[src/pwm_defs.svh]
// Offsets, field positions and reset values of the PWM block.
// Assumes 8-bit byte addresses and 32-bit data.
`ifndef PWM_DEFS_SVH
`define PWM_DEFS_SVH
// ==========================================================
// Register byte offsets
`define PWM_CTRL_OFF 8'h00
`define PWM_START_OFF 8'h04
`define PWM_FINAL_OFF 8'h08
`define PWM_COUNT_OFF 8'h0c
`define PWM_PAIR_OFF 8'h10
`define PWM_FLAG_OFF 8'h14
`define PWM_CHCTL_BASE 8'h20
`define PWM_CHVAL_BASE 8'h40
// ==========================================================
// Field positions
`define CTRL_RUN_BIT 0
`define CTRL_CENTER_BIT 1
`define CTRL_ENH_BIT 2
`define CTRL_DUALCAP_BIT 3
`define CHCTL_MSA_BIT 0
`define CHCTL_MSB_BIT 1
`define CHCTL_ELS_LO 2
`define CHCTL_IE_BIT 4
// ==========================================================
// Reset values and fixed counts
`define CTRL_RESET 4'h0
`define WORD16_RESET 16'h0000
`define COUNT_TOP 16'hffff
`endif

[src/pwm_pkg.sv]
// Types shared by the PWM channel block.
// Assumes no other file.
package pwm_pkg;
    // ==========================================================
    // Channel operating modes
    typedef enum logic [2:0] {
        MODE_IDLE, MODE_OC, MODE_EDGE_ALIGNED_PWM, MODE_CENTER_ALIGNED_PWM, MODE_COMBINE
    } chan_mode_e;

    // Mode of one channel from its control bits
    function automatic chan_mode_e mode_of(input logic dual_capture_enable,
            input logic center_align_select, input logic enhanced_feature_enable,
            input logic pair_combine, input logic mode_select_b,
            input logic mode_select_a);
        chan_mode_e m;
        m = MODE_IDLE;
        if (dual_capture_enable) begin
            m = MODE_IDLE;
        end else if (pair_combine) begin
            if (enhanced_feature_enable && !center_align_select) begin
                m = MODE_COMBINE;
            end
        end else if (center_align_select) begin
            m = MODE_CENTER_ALIGNED_PWM;
        end else if (mode_select_b) begin
            m = MODE_EDGE_ALIGNED_PWM;
        end else if (mode_select_a) begin
            m = MODE_OC;
        end
        return m;
    endfunction : mode_of
endpackage : pwm_pkg

[src/pwm_timer_top.sv]
// PWM channel block of a 16-bit timer: APB registers, counter, pairs.
// Assumes an APB master on the system clock and loads on the channel pins.
//
// Behaviour
// - Output compare edge 0:0: flag, pin released
// - Edge PWM chosen by mode select b
// - Edge PWM flag at channel value match
// - Edge PWM 1:0 high at reload, low at match
// - Edge PWM zero 0%, above final 100%
// - Center select gives up-down counting
// - Center PWM flag on both matches
// - Center PWM edge 0:0: flag, pin released
// - Center PWM high down match, low up
// - Center PWM zero or negative gives 0%
// - Center PWM value at final gives 100%
// - Combine needs enhanced, combine, no center
// - Combine period from counter, edges independent
// - Combine flags on each channel match
// - Combine low at start, odd match; high even
// - Combine pins released by own edge 0:0
// - Complement bit inverts odd output, in combine only
//
// The APB slave port and the register offsets were left to the implementer.
`include "pwm_defs.svh"
module pwm_timer_top import pwm_pkg::*; #(
    parameter int NUM_PAIRS = 2
) (
    // Clock and reset
    input wire logic i_sys_clk,
    input wire logic i_rst_b,
    // APB slave
    input wire logic i_psel,
    input wire logic i_penable,
    input wire logic i_pwrite,
    input wire logic [7:0] i_paddr,
    input wire logic [31:0] i_pwdata,
    output logic [31:0] o_prdata,
    output logic o_pready,
    output logic o_pslverr,
    // Channel pins
    output logic [2*NUM_PAIRS-1:0] o_ch_out,
    output logic [2*NUM_PAIRS-1:0] o_ch_oe,
    // Channel interrupt requests
    output logic [2*NUM_PAIRS-1:0] o_ch_irq
);
    localparam int NCH = 2 * NUM_PAIRS;

    // ==========================================================
    // Register state
    logic [3:0] ctrl_q;
    logic [15:0] start_q, final_q;
    logic [NCH-1:0] pair_q, flag_q;
    logic [4:0] chctl_q [NCH];
    logic [15:0] chval_q [NCH];
    logic [31:0] prdata_q;

    // Counter and channel wiring
    logic [15:0] count;
    logic down, run, center, enhanced, dual_cap, free_run;
    logic [NCH-1:0] flag_set;
    chan_mode_e mode [NCH];

    // ==========================================================
    // Address decode
    logic wr_en, rd_setup, hit, is_chctl, is_chval;
    logic [7:0] ch_idx;
    logic [31:0] rd_word;
    logic [NCH-1:0] flag_clr;

    // Index within a per-channel window
    function automatic logic [7:0] ch_index(input logic [7:0] addr,
            input logic [7:0] base);
        logic [7:0] diff;
        diff = addr - base;
        return {2'b00, diff[7:2]};
    endfunction : ch_index

    // Address inside a per-channel window
    function automatic logic in_window(input logic [7:0] addr, input logic [7:0] base);
        return (addr >= base) && (addr < 8'(base + 8'(4 * NCH))) && (addr[1:0] == 2'b00);
    endfunction : in_window

    assign is_chctl = in_window(i_paddr, `PWM_CHCTL_BASE);
    assign is_chval = in_window(i_paddr, `PWM_CHVAL_BASE);
    assign ch_idx = is_chctl ? ch_index(i_paddr, `PWM_CHCTL_BASE)
                  : ch_index(i_paddr, `PWM_CHVAL_BASE);
    assign hit = is_chctl || is_chval || i_paddr == `PWM_CTRL_OFF
        || i_paddr == `PWM_START_OFF || i_paddr == `PWM_FINAL_OFF
        || i_paddr == `PWM_COUNT_OFF || i_paddr == `PWM_PAIR_OFF
        || i_paddr == `PWM_FLAG_OFF;

    // Zero wait states; unmapped addresses answer with an error
    assign o_pready = 1'b1;
    assign o_pslverr = i_psel && i_penable && !hit;
    assign wr_en = i_psel && i_penable && i_pwrite && hit;
    assign rd_setup = i_psel && !i_penable && !i_pwrite;
    assign o_prdata = prdata_q;

    // Read multiplexer
    always_comb begin
        rd_word = 32'h0000_0000;
        if (is_chctl) begin
            rd_word = {27'h0000000, chctl_q[ch_idx[1:0]]};
        end else if (is_chval) begin
            rd_word = {16'h0000, chval_q[ch_idx[1:0]]};
        end else begin
            case (i_paddr)
                `PWM_CTRL_OFF: rd_word = {28'h0000000, ctrl_q};
                `PWM_START_OFF: rd_word = {16'h0000, start_q};
                `PWM_FINAL_OFF: rd_word = {16'h0000, final_q};
                `PWM_COUNT_OFF: rd_word = {16'h0000, count};
                `PWM_PAIR_OFF: rd_word = 32'(pair_q);
                `PWM_FLAG_OFF: rd_word = 32'(flag_q);
                default: rd_word = 32'h0000_0000;
            endcase
        end
    end

    // Read data captured in the setup cycle, valid through the access
    always_ff @(posedge i_sys_clk or negedge i_rst_b) begin
        if (!i_rst_b) begin
            prdata_q <= 32'h0000_0000;
        end else if (rd_setup) begin
            prdata_q <= rd_word;
        end
    end

    // ==========================================================
    // Global control and counter values
    always_ff @(posedge i_sys_clk or negedge i_rst_b) begin
        if (!i_rst_b) begin
            ctrl_q <= `CTRL_RESET;
            start_q <= `WORD16_RESET;
            final_q <= `WORD16_RESET;
            pair_q <= '0;
        end else if (wr_en) begin
            case (i_paddr)
                `PWM_CTRL_OFF: ctrl_q <= i_pwdata[3:0];
                `PWM_START_OFF: start_q <= i_pwdata[15:0];
                `PWM_FINAL_OFF: final_q <= i_pwdata[15:0];
                `PWM_PAIR_OFF: pair_q <= i_pwdata[2*NUM_PAIRS-1:0];
                default: ;
            endcase
        end
    end

    // Per-channel control and value
    // Write buffering is not modelled: a new value applies from the next tick
    always_ff @(posedge i_sys_clk or negedge i_rst_b) begin
        if (!i_rst_b) begin
            for (int i = 0; i < NCH; i++) begin
                chctl_q[i] <= 5'h00;
                chval_q[i] <= `WORD16_RESET;
            end
        end else if (wr_en && is_chctl) begin
            chctl_q[ch_idx[1:0]] <= i_pwdata[4:0];
        end else if (wr_en && is_chval) begin
            chval_q[ch_idx[1:0]] <= i_pwdata[15:0];
        end
    end

    // ==========================================================
    // Sticky flags: write one to clear, a new event wins over the clear
    assign flag_clr = (wr_en && i_paddr == `PWM_FLAG_OFF) ? i_pwdata[NCH-1:0] : '0;

    always_ff @(posedge i_sys_clk or negedge i_rst_b) begin
        if (!i_rst_b) begin
            flag_q <= '0;
        end else begin
            flag_q <= (flag_q & ~flag_clr) | flag_set;
        end
    end

    // Interrupt request: flag gated by its enable
    always_comb begin
        for (int i = 0; i < NCH; i++) begin
            o_ch_irq[i] = flag_q[i] && chctl_q[i][`CHCTL_IE_BIT];
        end
    end

    // ==========================================================
    // Shared counter
    assign run = ctrl_q[`CTRL_RUN_BIT];
    assign center = ctrl_q[`CTRL_CENTER_BIT];
    assign enhanced = ctrl_q[`CTRL_ENH_BIT];
    assign dual_cap = ctrl_q[`CTRL_DUALCAP_BIT];
    // Full-range wrap when no usable final value
    assign free_run = (!enhanced && (final_q == 16'h0000 || final_q == `COUNT_TOP))
        || (enhanced && !center && start_q == 16'h0000 && final_q == `COUNT_TOP);

    pwm_counter u_counter (
        .i_sys_clk(i_sys_clk),
        .i_rst_b(i_rst_b),
        .i_run(run),
        .i_center(center),
        .i_free(free_run),
        .i_start(start_q),
        .i_final(final_q),
        .o_count(count),
        .o_down(down)
    );

    // ==========================================================
    // Channel modes and pairs
    always_comb begin
        for (int i = 0; i < NCH; i++) begin
            mode[i] = mode_of(dual_cap, center, enhanced, pair_q[2*(i/2)],
                chctl_q[i][`CHCTL_MSB_BIT], chctl_q[i][`CHCTL_MSA_BIT]);
        end
    end

    for (genvar p = 0; p < NUM_PAIRS; p++) begin : g_pair
        pwm_pair u_pair (
            .i_sys_clk(i_sys_clk),
            .i_rst_b(i_rst_b),
            .i_tick(run),
            .i_count(count),
            .i_down(down),
            .i_start(start_q),
            .i_final(final_q),
            .i_mode_e(mode[2*p]),
            .i_mode_o(mode[2*p+1]),
            .i_els_e(chctl_q[2*p][`CHCTL_ELS_LO+1:`CHCTL_ELS_LO]),
            .i_els_o(chctl_q[2*p+1][`CHCTL_ELS_LO+1:`CHCTL_ELS_LO]),
            .i_val_e(chval_q[2*p]),
            .i_val_o(chval_q[2*p+1]),
            .i_comp(pair_q[2*p+1]),
            .o_out(o_ch_out[2*p+1:2*p]),
            .o_oe(o_ch_oe[2*p+1:2*p]),
            .o_flag_set(flag_set[2*p+1:2*p])
        );
    end
endmodule : pwm_timer_top

[src/pwm_counter.sv]
// Shared 16-bit counter: up counting or up-down counting.
// Assumes start and final values are kept legal by software.
`include "pwm_defs.svh"
module pwm_counter import pwm_pkg::*; (
    // Clock and reset
    input wire logic i_sys_clk,
    input wire logic i_rst_b,
    // Control
    input wire logic i_run,
    input wire logic i_center,
    input wire logic i_free,
    input wire logic [15:0] i_start,
    input wire logic [15:0] i_final,
    // Counter state
    output logic [15:0] o_count,
    output logic o_down
);
    logic [15:0] count_q, limit;
    logic down_q;

    // Free running mode wraps at the full range
    assign limit = i_free ? `COUNT_TOP : i_final;
    assign o_count = count_q;
    assign o_down = down_q;

    // ==========================================================
    // Counting
    always_ff @(posedge i_sys_clk or negedge i_rst_b) begin
        if (!i_rst_b) begin
            count_q <= `WORD16_RESET;
            down_q <= 1'b0;
        end else if (!i_run) begin
            count_q <= i_start;
            down_q <= 1'b0;
        end else if (i_center) begin
            // Turn at the final value, then back at the start value
            if (!down_q && count_q >= limit) begin
                down_q <= 1'b1;
                count_q <= count_q - 16'h0001;
            end else if (down_q && count_q <= i_start) begin
                down_q <= 1'b0;
                count_q <= count_q + 16'h0001;
            end else begin
                count_q <= down_q ? count_q - 16'h0001 : count_q + 16'h0001;
            end
        end else begin
            down_q <= 1'b0;
            count_q <= (count_q == limit) ? i_start : count_q + 16'h0001;
        end
    end
endmodule : pwm_counter

[src/pwm_pair.sv]
// Waveform logic of one even/odd channel pair.
// Assumes count and direction come from the shared counter, tick from the run bit.
module pwm_pair import pwm_pkg::*; (
    // Clock and reset
    input wire logic i_sys_clk,
    input wire logic i_rst_b,
    // Counter
    input wire logic i_tick,
    input wire logic [15:0] i_count,
    input wire logic i_down,
    input wire logic [15:0] i_start,
    input wire logic [15:0] i_final,
    // Channel set-up, index 0 even, 1 odd
    input wire chan_mode_e i_mode_e,
    input wire chan_mode_e i_mode_o,
    input wire logic [1:0] i_els_e,
    input wire logic [1:0] i_els_o,
    input wire logic [15:0] i_val_e,
    input wire logic [15:0] i_val_o,
    input wire logic i_comp,
    // Pins and flag events
    output logic [1:0] o_out,
    output logic [1:0] o_oe,
    output logic [1:0] o_flag_set
);
    logic [1:0] lvl_q, flag_q, step_e, step_o, lvl_d, flag_d;
    logic comb_lvl, comb_on;

    // {flag, next level} of one channel for one tick
    function automatic logic [1:0] chan_step(input chan_mode_e mode,
            input logic [1:0] els, input logic [15:0] val, input logic lvl,
            input logic [15:0] cnt, input logic down, input logic [15:0] start,
            input logic [15:0] fin);
        logic match, f, l;
        match = (cnt == val);
        f = 1'b0;
        l = lvl;
        case (mode)
            MODE_OC: begin
                f = match;
                if (match) begin
                    case (els)
                        2'b01: l = ~lvl;
                        2'b10: l = 1'b0;
                        2'b11: l = 1'b1;
                        default: l = lvl;
                    endcase
                end
            end
            MODE_EDGE_ALIGNED_PWM: begin
                // Polarity: X:1 swaps the levels of 1:0
                if (val == 16'h0000) begin
                    l = els[0];
                end else if (val > fin) begin
                    l = ~els[0];
                end else if (match) begin
                    f = 1'b1;
                    l = els[0];
                end else if (cnt == start) begin
                    l = ~els[0];
                end
            end
            MODE_CENTER_ALIGNED_PWM: begin
                if (val == 16'h0000 || val[15]) begin
                    l = els[0];
                end else if (val >= fin && fin != 16'h0000) begin
                    l = ~els[0];
                end else if (match) begin
                    f = 1'b1;
                    l = down ? ~els[0] : els[0];
                end
            end
            default: l = lvl;
        endcase
        return {f, l};
    endfunction : chan_step

    // ==========================================================
    // Next levels and flags
    assign comb_on = (i_mode_e == MODE_COMBINE);
    assign step_e = chan_step(i_mode_e, i_els_e, i_val_e, lvl_q[0], i_count, i_down,
        i_start, i_final);
    assign step_o = chan_step(i_mode_o, i_els_o, i_val_o, lvl_q[1], i_count, i_down,
        i_start, i_final);

    // Combine: odd match outranks even match so equal values give no pulse
    always_comb begin
        comb_lvl = lvl_q[0];
        if (i_count == i_val_o) begin
            comb_lvl = i_els_e[0];
        end else if (i_count == i_val_e) begin
            comb_lvl = ~i_els_e[0];
        end else if (i_count == i_start) begin
            comb_lvl = i_els_e[0];
        end
    end

    // Pick pair or single behaviour
    always_comb begin
        if (comb_on) begin
            flag_d = {i_count == i_val_o, i_count == i_val_e};
            lvl_d = {comb_lvl ^ i_comp, comb_lvl};
        end else begin
            flag_d = {step_o[1], step_e[1]};
            lvl_d = {step_o[0], step_e[0]};
        end
    end

    // ==========================================================
    // Registered once per tick
    always_ff @(posedge i_sys_clk or negedge i_rst_b) begin
        if (!i_rst_b) begin
            lvl_q <= 2'b00;
            flag_q <= 2'b00;
        end else begin
            lvl_q <= i_tick ? lvl_d : lvl_q;
            flag_q <= i_tick ? flag_d : 2'b00;
        end
    end

    // Edge select 0:0 on a channel releases its own pin
    assign o_out = lvl_q;
    assign o_oe = {|i_els_o, |i_els_e};
    assign o_flag_set = flag_q;
endmodule : pwm_pair

[config.mk]
export PLATFORM = sky130hd
export DESIGN_NAME = pwm_timer_top
export DESIGN_NICKNAME = d
export VERILOG_FILES = /design/src/pwm_pkg.sv /design/src/pwm_timer_top.sv /design/src/pwm_counter.sv /design/src/pwm_pair.sv
export VERILOG_INCLUDE_DIRS = /design/src /design/src/src
export SDC_FILE = /design/constraint.sdc
export NUM_CORES = 1
export LEC_CHECK = 0
export BUFFER_PORTS_ARGS = -buffer_cell sky130_fd_sc_hd__buf_2
export CORE_ASPECT_RATIO = 0.7
export CORE_UTILIZATION = 45
export DETAILED_ROUTE_END_ITERATION = 16
export PLACE_DENSITY = 0.63
export SLEW_MARGIN = 20
export SYNTH_ARGS = -nofsm -noshare
export SYNTH_HDL_FRONTEND = slang
export SYNTH_HIERARCHICAL = 1
export SYNTH_SLANG_ARGS = --single-unit
[constraint.sdc]
create_clock -name i_sys_clk -period 3.8 [get_ports i_sys_clk]
set_input_delay 0.38 -clock i_sys_clk [delete_from_list [all_inputs] [get_ports i_sys_clk]]
set_output_delay 0.38 -clock i_sys_clk [all_outputs]
set_load 0.005 [all_outputs]
==> reports/metrics.json, run 1 <==
{
  "detail_route.iter0.violations": 1567,
  "post-synth-top-area-fraction_pct": 31.37,
  "cellInternalPower_uw": 3181,
  "ant_nets": 0,
  "critical_path.startpoint_type": "flop",
  "finish.net_count": 1608,
  "timing.setup.tns_ps": -1.218,
  "final.min_clock_period_ps": 3801,
  "yosys_register_bits": 169,
  "tritoncts.num_buffers": 17,
  "detailed_place_hpwl_microns": 36080,
  "final-setup-viol-count": 1,
  "timing.setup.critical_path_class": "reg -> reg",
  "fin_crit_sh_pct": 100.0,
  "synth_async_sr_flop_share_pct": 100.0,
  "switching_fraction_of_total_power_pct": 30.97,
  "timing.fmax_mhz": 263.1,
  "wire_length_of_the_first_global_routing_pass_microns": 72330,
  "timing.critical_path.cells": "nor4_2 > buf_4 > nand4_1 > o41ai_2 > a21o_2 > buf_6 > buf_6 > nor2_1 > ha_1 > o21ai_0 > a21oi_1 > o31ai_1 > a31oi_1 > buf_4 > buf_8 > buf_4 > nand4_1 > o311ai_2 > a31o_1",
  "design.die.area_sq_um": 30670,
  "seq_area_frac_synth_pct": 31.37,
  "grt_remaining_overflow": 0,
  "synthTopCellsByArea": "sky130_fd_sc_hd__dfrtp_1, sky130_fd_sc_hd__mux2_2, sky130_fd_sc_hd__ha_1, sky130_fd_sc_hd__xnor2_1, sky130_fd_sc_hd__mux4_2",
  "cts_tree": "done",
  "final_critical_path_setup_slack_ps": -1.218,
  "critical_path_buf_inv_count": 6,
  "yosysUniqueCellTypes": 80,
  "clock-sinks": 169,
  "cpLargestDelayFamily": "compound AO/OA/AOI/OAI gates",
  "worstSkewPairLatency_ps": 450,
  "cellPowerDensity_nw_per_um2": 298.3,
  "floorplan.io_pins": 91,
  "dr_total_vias": 12170,
  "slew_viol_final": 0,
  "drt-vias-per-instance": 6.553,
  "ys_dominant_reg_cell": "sky130_fd_sc_hd__dfrtp_1",
  "hold_path_class": "in -> reg",
  "switchingPower_uw": 1427,
  "combPwrFrac_pct": 21.1,
  "grt_setup_unrepaired": "yes",
  "drt-wirelength-per-cell_microns": 26.41,
  "failed_checks": "setup timing",
  "clock_tree.htree_level_count": 4,
  "number_of_global_route_vias_before_repair": 11240,
  "grt_max_degree": 74,
  "whs_ps": 370.1,
  "gp_congestion": 1.021,
  "area_growth_syn_to_layout_pct": 14.61,
  "crit_path_max_fanout": 6,
  "post_synth_most_frequent_cells": "sky130_fd_sc_hd__dfrtp_1, sky130_fd_sc_hd__mux2_2, sky130_fd_sc_hd__ha_1, sky130_fd_sc_hd__nor2_1, sky130_fd_sc_hd__xnor2_1",
  "worstMarginPinSlew_ps": 1039,
  "power.share.clock_pct": 37.2,
  "route.detailed.drc": 0,
  "count_of_flip_flops_with_a_built_in_enable_after_synthesis": 0,
  "totalWireLength_microns": 49040,
  "die_w_microns": 208.9,
  "skew_ps": 9.879,
  "maxSlewHeadroom_pct": 30.75,
  "synthCells": 1351,
  "timing.critical_path.arrival_ps": 4150,
  "placementRows": 52,
  "syn-cell-area_sq_um": 13480,
  "clockRootBuffer": "sky130_fd_sc_hd__clkbuf_16",
  "status": "finished, violations left",
  "grt_antenna_before_repair": 1,
  "grt.total_usage_pct": 32.06,
  "avgSynthCellArea_sq_um": 9.979,
  "clock_tree.buffer_depth": 2,
  "drive_above_1_share_pct": 27.94,
  "floorplan.die.height_microns": 146.8,
  "critical-path-slowest-cell": "sky130_fd_sc_hd__dfrtp_1",
  "yosys_warnings": 6,
  "yosysMostFrequentCell": "sky130_fd_sc_hd__dfrtp_1",
  "p_leak_uw": 0.007311,
  "share_seq_of_total_power_pct": 41.7,
  "synth_area_leader_cell": "sky130_fd_sc_hd__dfrtp_1",
  "slowest_delay_ps": 390,
  "worst_setup_hold_path_clk_slew_ps": 70,
  "final_hold_vio_count": 0,
  "power.total_uw": 4608,
  "vdd_drop_max_uv": 288.9,
  "critical-path-top-cell-by-count": "sky130_fd_sc_hd__buf_4",
  "max-cap-violations": 0,
  "port-buffer-count": 57,
  "core_region_area_sq_um": 29150,
  "floorplan.initialDensity_pct": 46.25,
  "detail_route.first_pass.iterations": 5,
  "cp_data_required_time_ps": 4150,
  "worst_setup_path_end_kind": "flop"
}
-- through the flow --
| stage | std cells | setup WS [ps] | util (%) | instance area, sq um |
|---|---|---|---|---|
| after CTS | 1851 | 3.083 | 51.98 | 15150 |
| final | 1857 | -1.218 | 53.01 | 15450 |
| after detailed placement | 1815 | -314.2 | 49.91 | 14550 |
| after global routing | 1856 | -77.32 | 53.00 | 15450 |
| after floorplan | 1366 | 365.2 | - | 13540 |
| after global placement | 1815 | -204.1 | 49.91 | 14550 |
-- power groups by stage --
stage / combinational, uW / sequential (uW) / clock (uW)
final: 973 / 1920 / 1710
after global routing: 1060 / 1930 / 1800
after CTS: 904 / 1920 / 1730
after detailed placement: 891 / 1950 / 0
after global placement: 874 / 1950 / 0
after floorplan: 568 / 1930 / 0
-- cells by family (layout without fill, tap and decap cells) --
family / count (synthesis) / in the layout / share of synthesized area, %
and+or+nand+nor: 405 / 405 / 17.35
AOI/OAI and AO/OA: 234 / 234 / 12.21
muxes: 177 / 177 / 16.92
DFF: 169 / 169 / 31.37
buffers and inverters: 143 / 255 / 5.002
xor gates and xnor gates: 123 / 123 / 7.991
adders and majority gates: 98 / 98 / 9.095
other: 2 / 18 / 0.05571
-- state kept, by name, indices dropped and copies added, names as in the netlist --
register and count:
u_counter/o_count 16, ctrl_q 4, chctl_q 20, u_counter/o_down 1, pair_q 4, flag_q 4
chval_q 64, g_pair.u_pair/o_out 4, o_prdata 16, g_pair.u_pair/o_flag_set 4, start_q 16, final_q 16
-- area by class of cell --
class / count / area [sq um]
diodes: 1 / 2.502
clock buffers: 24 / 501.7
clock inverters: 8 / 61.31
fillers: 2650 / 13700
inverters: 74 / 277.8
multi-input cells: 1054 / 8875
flip-flops and latches: 169 / 4229
well taps: 378 / 473.0
repair buffers: 149 / 1031
-- cell usage in the layout (no fill, tap or decap), drive strengths merged, types with 15 or more instances in the layout --
| master | n |
|---|---|
| dfrtp | 169 |
| buf | 148 |
| mux2 | 137 |
| ha | 98 |
| nor2 | 81 |
| xnor2 | 80 |
| inv | 76 |
| nand2 | 65 |
| nor4 | 58 |
| a21oi | 57 |
| nand4 | 54 |
| xor2 | 43 |
| o21ai | 36 |
| nand3 | 27 |
| mux4 | 24 |
| clkbuf | 24 |
| nor3 | 22 |
| nor2b | 19 |
| conb | 17 |
| mux2i | 16 |
| o211ai | 16 |
| a22oi | 15 |
| a21o | 15 |
-- metal layers --
layer  up-vias  wire length (microns)  track usage [%]
li1       5251                      -                -
met1      6098                  22230            48.82
met2       723                  19250            42.12
met3        96                   6508            11.20
met4         0                   1047            8.309
met5         -                      0                0
-- path summary, 6_finish.rpt --
| kind | from | cells after the start | endpoint | slack, ps |
|---|---|---|---|---|
| worst max-delay path | start_q[10] | 19 | u_counter/o_count[7] | -1 |
| worst min-delay path | i_pwdata[7] | 2 | chval_q[7] | 370 |
| worst max register to register | start_q[10] | 19 | u_counter/o_count[7] | -1 |
| worst min register to register | g_pair[0].u_pair/o_flag_set[1] | 1 | flag_q[1] | 460 |
| max in group asynchronous | i_rst_b | 3 | final_q[13] | 2270 |
| min in group asynchronous | i_rst_b | 2 | chval_q[14] | 540 |
-- repair_timing --
item                                    CTS  global route
hold endpoints to repair                 36             0
gates resized for setup                   3            51
pin swaps                                 2            27
setup buffers                             3             5
endpoints found under the setup margin   16            16
cloned                                    0             0
hold buffers                              1             0
Power figures use the tool's default switching activity.
==> inputs of run 2 (changes only) <==
- GPL_TIMING_DRIVEN: not set -> 0
- SKIP_LAST_GASP: not set -> 1
==> reports/metrics.json, run 2 (same netlist as run 1, synthesis figures left out) <==
{
  "gp_congestion": {"value": 0.9922, "change": "-2.9%"},
  "cts_tree": "done",
  "combPwrFrac": {"value": 18.3, "unit": "%", "change": "-2.8 points"},
  "hold_path_class": "in -> reg",
  "detailed_place_hpwl": {"value": 35600, "unit": "microns", "change": "-1.3%"},
  "placementRows": {"value": 52, "change": "unchanged"},
  "most_common_cell_after_layout_fill_and_taps_aside": "sky130_fd_sc_hd__dfrtp_1",
  "switchingPower": {"value": 1408, "unit": "uW", "change": "-1.4%"},
  "drt-vias-per-instance": {"value": 6.582, "change": "+0.45%"},
  "dp_cells": {"value": 1798, "change": "-0.94%"},
  "critical_path_buf_inv_count": {"value": 3, "change": "-3"},
  "worst_setup_hold_path_clk_slew": {"value": 70, "unit": "ps", "change": "about the same"},
  "share_seq_of_total_power": {"value": 39.7, "unit": "%", "change": "-2.0 points"},
  "finish.net_count": {"value": 1607, "change": "-0.062%"},
  "insertedDiodeCount": {"value": 0, "change": "-1"},
  "reg_top3": "chval_q: 64 flops, chctl_q: 20 flops",
  "maxSlewHeadroom": {"value": 23.67, "unit": "%", "change": "-7.1 points"},
  "timing.critical_path.arrival": {"value": 4150, "unit": "ps", "change": "about the same"},
  "detail_route.iter0.violations": {"value": 1513, "change": "-3.4%"},
  "holdPathStages": {"value": 2, "change": "unchanged"},
  "route.detailed.drc": {"value": 0, "change": "unchanged"},
  "area_growth_syn_to_layout_pct": 14.26,
  "holdPathEnd": "pair_q[3]",
  "setup.reg_to_reg.worst_slack": {"value": -30, "unit": "ps", "change": "-30 ps"},
  "worst_setup_path_end_kind": "flop",
  "worstSkewPairLatency": {"value": 460, "unit": "ps", "change": "about the same"},
  "status": "finished, violations left",
  "grt_remaining_overflow": {"value": 0, "change": "unchanged"},
  "detail_route.first_pass.iterations": {"value": 5, "change": "unchanged"},
  "failed_checks": "setup timing",
  "cellInternalPower": {"value": 3479, "unit": "uW", "change": "+9.4%"},
  "wire_length_of_the_first_global_routing_pass": {"value": 72710, "unit": "microns", "change": "+0.53%"},
  "fin_crit_sh": {"value": 100.9, "unit": "%", "change": "+0.85 points"},
  "crit_path_max_fanout": {"value": 8, "change": "+2"},
  "startpoint_of_the_most_critical_register_to_register_path": "start_q[2]",
  "largest_register": "chval_q",
  "cp_data_required_time": {"value": 4110, "unit": "ps", "change": "-40 ps"},
  "design.die.area": {"value": 30670, "unit": "sq um", "change": "unchanged"},
  "critical-path-slowest-cell": "sky130_fd_sc_hd__dfrtp_1",
  "tritoncts.num_buffers": {"value": 17, "change": "unchanged"},
  "max-cap-violations": {"value": 0, "change": "unchanged"},
  "timing.fmax": {"value": 260.9, "unit": "MHz", "change": "-0.84%"},
  "grt_setup_unrepaired": "yes",
  "power.share.clock": {"value": 42.0, "unit": "%", "change": "+4.8 points"},
  "max_reg_flops": {"value": 64, "change": "unchanged"},
  "grt.total_usage": {"value": 32.27, "unit": "%", "change": "+0.21 points"},
  "slew_viol_final": {"value": 0, "change": "unchanged"},
  "p_leak": {"value": 0.007231, "unit": "uW", "change": "-1.1%"},
  "timing.rr.end": "u_counter/o_count[3]",
  "timing.critical_path.cells": "nor2_1 > nand4_1 > o41ai_4 > a21o_1 > buf_6 > nor2_1 > ha_1 > a21o_1 > a211o_1 > a41oi_2 > a31oi_4 > and2_4 > buf_8 > buf_4 > o2111ai_1 > o311ai_1",
  "mostFrequentLayoutCells": "sky130_fd_sc_hd__dfrtp_1, sky130_fd_sc_hd__mux2_2, sky130_fd_sc_hd__ha_1",
  "clock-sinks": {"value": 169, "change": "unchanged"},
  "grt_max_degree": {"value": 97, "change": "+31%"},
  "final_hold_vio_count": {"value": 0, "change": "unchanged"},
  "drive_above_1_share": {"value": 27.42, "unit": "%", "change": "-0.52 points"},
  "totalWireLength": {"value": 49240, "unit": "microns", "change": "+0.40%"},
  "min_from": "i_pwdata[3]",
  "port-buffer-count": {"value": 53, "change": "-7.0%"},
  "timing.setup.critical_path_class": "reg -> reg",
  "final-setup-viol-count": {"value": 1, "change": "unchanged"},
  "detailed_place.area": {"value": 14310, "unit": "sq um", "change": "-1.6%"},
  "drt-wirelength-per-cell": {"value": 26.54, "unit": "microns", "change": "+0.51%"},
  "cellPowerDensity": {"value": 317.3, "unit": "nW/um^2", "change": "+6.4%"},
  "die_w": {"value": 208.9, "unit": "microns", "change": "unchanged"},
  "slowest_delay": {"value": 570, "unit": "ps", "change": "+180 ps"},
  "clock_tree.htree_level_count": {"value": 4, "change": "unchanged"},
  "floorplan.initialDensity": {"value": 46.25, "unit": "%", "change": "unchanged"},
  "ant_nets": {"value": 0, "change": "unchanged"},
  "post-route-cell-area": {"value": 15400, "unit": "sq um", "change": "-0.31%"},
  "cpLargestDelayFamily": "compound AO/OA/AOI/OAI gates",
  "critical_path.startpoint_type": "flop",
  "layoutNonFillerInstCount": {"value": 1855, "change": "-0.11%"},
  "grt_antenna_before_repair": {"value": 0, "change": "-1"},
  "dpl_worst_slack": {"value": -746.6, "unit": "ps", "change": "-432.4 ps"},
  "floorplan.io_pins": {"value": 91, "change": "unchanged"},
  "clock_tree.buffer_depth": {"value": 2, "change": "unchanged"},
  "skew": {"value": 8.092, "unit": "ps", "change": "-1.787 ps"},
  "vdd_drop_max": {"value": 344.5, "unit": "uV", "change": "+19%"},
  "clockRootBuffer": "sky130_fd_sc_hd__clkbuf_16",
  "floorplan.die.height": {"value": 146.8, "unit": "microns", "change": "unchanged"},
  "dr_total_vias": {"value": 12210, "change": "+0.35%"},
  "worstMarginPinSlew": {"value": 1130, "unit": "ps", "change": "+90.85 ps"},
  "timing.reg2reg.worst_path_depth": {"value": 16, "change": "-3"},
  "core_region_area": {"value": 29150, "unit": "sq um", "change": "unchanged"},
  "number_of_global_route_vias_before_repair": {"value": 11400, "change": "+1.5%"},
  "final.min_clock_period": {"value": 3833, "unit": "ps", "change": "+32.16 ps"},
  "final_critical_path_setup_slack": {"value": -33.37, "unit": "ps", "change": "-32.16 ps"},
  "switching_fraction_of_total_power": {"value": 28.80, "unit": "%", "change": "-2.2 points"}
}
[run 2: cell types whose count changed in the layout (fill, tap and decap cells not counted), moves of 5 or more]
cell / delta
sky130_fd_sc_hd__dfrtp_2: +25
sky130_fd_sc_hd__ha_1: +5
sky130_fd_sc_hd__dfrtp_1: -26
sky130_fd_sc_hd__buf_2: +8
sky130_fd_sc_hd__buf_4: -39
sky130_fd_sc_hd__bufinv_16: +6
sky130_fd_sc_hd__clkbuf_1: +21
[run 2: repair_timing]
action                                  CTS  global route
gates cloned                              0             1
hold buffers                              1             0
pin swaps                                 8            21
endpoints found under the hold margin    73             0
gates resized for setup                  27            38
setup buffers                            11            12
endpoints found under the setup margin   17            17
[run 2: layout make-up]
type,count,area (sq um)
clock inverters,12,220.2
plain buffers,69,419.2
flip-flops and latches,169,4264
well taps,378,473.0
clock buffers,20,456.7
repair buffers,79,496.7
multi-input cells,1054,8796
inverters,74,277.8
fillers,2663,13740
[run 2: worst max path at each step]
stage | start | end | slack (ps) | cells after the start
floorplan | ctrl_q[1] | u_counter/o_count[15] | 370 | 15
global placement | start_q[0] | u_counter/o_count[2] | -640 | 14
detailed placement | start_q[0] | u_counter/o_count[2] | -750 | 14
CTS | ctrl_q[1] | u_counter/o_count[3] | 1 | 15
global route | start_q[4] | u_counter/o_count[15] | -170 | 15
finish | start_q[2] | u_counter/o_count[3] | -30 | 16
[run 2: power by group through the flow]
stage | Sequential [uW] | Clock [uW] | Combinational, uW
final | 1940 | 2050 | 895
after global routing | 1940 | 2140 | 978
after CTS | 1940 | 2070 | 861
after detailed placement | 1970 | 0 | 836
after global placement | 1970 | 0 | 814
after floorplan | 1930 | 0 | 568
[run 2: layer usage]
layer	part of all wire, %	track usage (%)
met5	0	0
met4	2.7	8.934
met3	14	12.01
met2	39	42.18
met1	45	48.63
[run 2: metrics by stage]
| stage | TNS, ps | power (uW) | util (%) | hold WS (ps) |
|---|---|---|---|---|
| 2_1_floorplan | 0 | 2501 | - | 84.41 |
| 3_3_place_gp | -85220 | 2784 | 48.98 | 421.3 |
| 3_5_place_dp | -10690 | 2808 | 49.11 | 402.3 |
| 4_1_cts | 0 | 4863 | 52.03 | 196.8 |
| 5_1_grt | -1543 | 5059 | 52.85 | 216.0 |
| 6_report | -33.37 | 4887 | 52.85 | 206.5 |
==> inputs of run 3 (changes only) <==
--- a/config.mk
+++ b/config.mk
@@ -11,2 +11,3 @@
 export CORE_UTILIZATION = 45
+export CTS_CLUSTER_SIZE = 8
 export DETAILED_ROUTE_END_ITERATION = 16
==> constraint.sdc (replaced) <==
create_clock -name i_sys_clk -period 3.8 [get_ports i_sys_clk]
set_input_delay 0 -clock i_sys_clk [delete_from_list [all_inputs] [get_ports i_sys_clk]]
set_output_delay 0 -clock i_sys_clk [all_outputs]
set_load 0.005 [all_outputs]
==> reports/metrics.json, run 3 (same netlist as run 1, synthesis figures left out) <==
{
  "slowest_delay": {"value": 720, "unit": "ps", "change": "+150 ps"},
  "floorplan.initialDensity": {"value": 46.25, "unit": "%", "change": "unchanged"},
  "grt_max_degree": {"value": 97, "change": "unchanged"},
  "use_met3": {"value": 12.01, "unit": "%", "change": "unchanged"},
  "dr_total_vias": {"value": 12310, "change": "+0.80%"},
  "clock_tree.buffer_depth": {"value": 2, "change": "unchanged"},
  "dpl_worst_slack": {"value": -746.6, "unit": "ps", "change": "unchanged"},
  "detail_route.first_pass.iterations": {"value": 5, "change": "unchanged"},
  "gp_congestion": {"value": 0.9922, "change": "unchanged"},
  "final_critical_path_setup_slack": {"value": -39.55, "unit": "ps", "change": "-6.178 ps"},
  "design.die.area": {"value": 30670, "unit": "sq um", "change": "unchanged"},
  "grt_remaining_overflow": {"value": 0, "change": "unchanged"},
  "timing.fmax": {"value": 260.4, "unit": "MHz", "change": "-0.16%"},
  "timing.setup.critical_path_class": "reg -> reg",
  "final-setup-viol-count": {"value": 2, "change": "+1"},
  "placementRows": {"value": 52, "change": "unchanged"},
  "floorplan.io_pins": {"value": 91, "change": "unchanged"},
  "maxSlewHeadroom": {"value": 24.83, "unit": "%", "change": "+1.2 points"},
  "n_fill_cell": {"value": 2645, "change": "-0.68%"},
  "finish.net_count": {"value": 1624, "change": "+1.1%"},
  "critical-path-slowest-cell": "sky130_fd_sc_hd__dfrtp_1",
  "clock_tree.htree_level_count": {"value": 4, "change": "unchanged"},
  "area_growth_syn_to_layout_pct": 15.52,
  "max_reg_flops": {"value": 64, "change": "unchanged"},
  "grt_antenna_before_repair": {"value": 0, "change": "unchanged"},
  "cellPowerDensity": {"value": 314.8, "unit": "nW/um^2", "change": "-0.77%"},
  "worstSkewPairLatency": {"value": 460, "unit": "ps", "change": "about the same"},
  "dp_cells": {"value": 1798, "change": "unchanged"},
  "max-cap-violations": {"value": 0, "change": "unchanged"},
  "fin_crit_sh": {"value": 101.0, "unit": "%", "change": "+0.16 points"},
  "worstMarginPinSlew": {"value": 1112, "unit": "ps", "change": "-17.18 ps"},
  "status": "finished, violations left",
  "totalWireLength": {"value": 49340, "unit": "microns", "change": "+0.22%"},
  "postLayoutCoreUtil": {"value": 53.43, "unit": "%", "change": "+0.58 points"},
  "layoutNonFillerInstCount": {"value": 1872, "change": "+0.92%"},
  "cp_data_required_time": {"value": 4120, "unit": "ps", "change": "about the same"},
  "route.detailed.drc": {"value": 0, "change": "unchanged"},
  "grt.total_usage": {"value": 32.37, "unit": "%", "change": "+0.10 points"},
  "drt-wirelength-per-cell": {"value": 26.36, "unit": "microns", "change": "-0.69%"},
  "critical-path-top-cell-by-count": "sky130_fd_sc_hd__a21o_1",
  "multi_input_comb_area": {"value": 8796, "unit": "sq um", "change": "unchanged"},
  "clock-sinks": {"value": 169, "change": "unchanged"},
  "crit_path_max_fanout": {"value": 9, "change": "+1"},
  "skew": {"value": 7.057, "unit": "ps", "change": "-1.035 ps"},
  "hold_path_class": "in -> reg",
  "setup.reg_to_reg.worst_slack": {"value": -40, "unit": "ps", "change": "about the same"},
  "wire_length_of_the_first_global_routing_pass": {"value": 72990, "unit": "microns", "change": "+0.39%"},
  "global_route.usage.met2": {"value": 42.50, "unit": "%", "change": "+0.32 points"},
  "timing.critical_path.arrival": {"value": 4160, "unit": "ps", "change": "about the same"},
  "final_hold_vio_count": {"value": 0, "change": "unchanged"},
  "mostFrequentLayoutCells": "sky130_fd_sc_hd__dfrtp_1, sky130_fd_sc_hd__mux2_2, sky130_fd_sc_hd__ha_1",
  "insertedDiodeCount": {"value": 0, "change": "unchanged"},
  "timing.critical_path.cells": "nand4_1 > nor4_1 > a21o_1 > buf_6 > nor2_1 > ha_1 > a21o_1 > a211o_1 > a41oi_2 > a31oi_4 > and2_4 > buf_8 > buf_4 > o2111ai_1 > o311ai_1",
  "worst_setup_path_end_kind": "flop",
  "grt.busiest_layer": "met1",
  "worst_setup_hold_path_clk_slew": {"value": 70, "unit": "ps", "change": "about the same"},
  "drive_above_1_share": {"value": 27.11, "unit": "%", "change": "-0.31 points"},
  "final.min_clock_period": {"value": 3840, "unit": "ps", "change": "+6.178 ps"},
  "seqCellArea": {"value": 4264, "unit": "sq um", "change": "unchanged"},
  "reg_top3": "chval_q: 64 flops, chctl_q: 20 flops",
  "gr-usage-met1": {"value": 48.67, "unit": "%", "change": "about the same"},
  "p_leak": {"value": 0.007304, "unit": "uW", "change": "+1.0%"},
  "die_w": {"value": 208.9, "unit": "microns", "change": "unchanged"},
  "critical_path_buf_inv_count": {"value": 3, "change": "unchanged"},
  "most_common_cell_after_layout_fill_and_taps_aside": "sky130_fd_sc_hd__dfrtp_1",
  "core_region_area": {"value": 29150, "unit": "sq um", "change": "unchanged"},
  "cts_tree": "done",
  "tritoncts.num_buffers": {"value": 17, "change": "unchanged"},
  "timing.setup.tns": {"value": -47.27, "unit": "ps", "change": "-13.89 ps"},
  "slew_viol_final": {"value": 0, "change": "unchanged"},
  "clockRootBuffer": "sky130_fd_sc_hd__clkbuf_16",
  "detailed_place.area": {"value": 14310, "unit": "sq um", "change": "unchanged"},
  "critical_path.startpoint_type": "flop",
  "number_of_global_route_vias_before_repair": {"value": 11490, "change": "+0.76%"},
  "largest_register": "chval_q",
  "vdd_drop_max": {"value": 346.1, "unit": "uV", "change": "+0.46%"},
  "grt_setup_unrepaired": "yes",
  "ant_nets": {"value": 0, "change": "unchanged"},
  "detailed_place_hpwl": {"value": 35600, "unit": "microns", "change": "unchanged"},
  "detail_route.iter0.violations": {"value": 1535, "change": "+1.5%"},
  "port-buffer-count": {"value": 53, "change": "unchanged"},
  "failed_checks": "setup timing",
  "floorplan.die.height": {"value": 146.8, "unit": "microns", "change": "unchanged"},
  "cpLargestDelayFamily": "compound AO/OA/AOI/OAI gates",
  "drt-vias-per-instance": {"value": 6.575, "change": "-0.11%"},
  "post-route-cell-area": {"value": 15570, "unit": "sq um", "change": "+1.1%"}
}
## run 3: tightest hold or removal path, stage by stage
cell and delay (ps):
sky130_fd_sc_hd__buf_2 90, sky130_fd_sc_hd__nor3b_1 130, sky130_fd_sc_hd__o21ai_0 120, sky130_fd_sc_hd__o32ai_1 90
## run 3: repair_timing
item,in CTS,in global routing
endpoints found under the hold margin,150,0
endpoints found under the setup margin,17,17
buffers inserted,11,12
gates cloned,0,1
pin swaps,8,21
hold buffers,18,0
resized for setup,27,38
## run 3: cell type report
cell class	instances	area share (%)
Clock inverter	12	1.414
Sequential cell	169	27.38
Timing Repair Buffer	96	4.282
Clock buffer	20	2.932
Tap cell	378	3.037
Multi-Input combinational cell	1054	56.48
Buffer	69	2.691
Inverter	74	1.784
## run 3: stage by stage
step / total power (uW) / hold slack (ps)
2_1_floorplan: 2501 / -295.6
3_3_place_gp: 2784 / 293.1
3_5_place_dp: 2808 / 22.33
4_1_cts: 4876 / 19.52
5_1_grt: 5073 / 60.88
6_report: 4903 / 23.38
## run 3: power breakdown
group	internal, uW	switching, uW	total [uW]
Clock	1270	788	2050
Combinational	376	532	908
Sequential	1850	93.0	1940
Total	3490	1410	4900
## run 3: path summary, 6_finish.rpt
kind	startpoint	to	cells after the start
max	final_q[2]	u_counter/o_count[3]	15
min	i_penable	o_prdata[0]	4
max reg2reg	final_q[2]	u_counter/o_count[3]	15
min reg2reg	g_pair[1].u_pair/o_flag_set[0]	flag_q[2]	1
max in group asynchronous	i_rst_b	ctrl_q[1]	3
min in group asynchronous	i_rst_b	chval_q[15]	2
## run 3: metal layers
metal | routed length, microns | vias to the layer above
li1 | - | 5287
met1 | 21980 | 6154
met2 | 19310 | 783
met3 | 6875 | 84
met4 | 1185 | 0
met5 | 0 | -
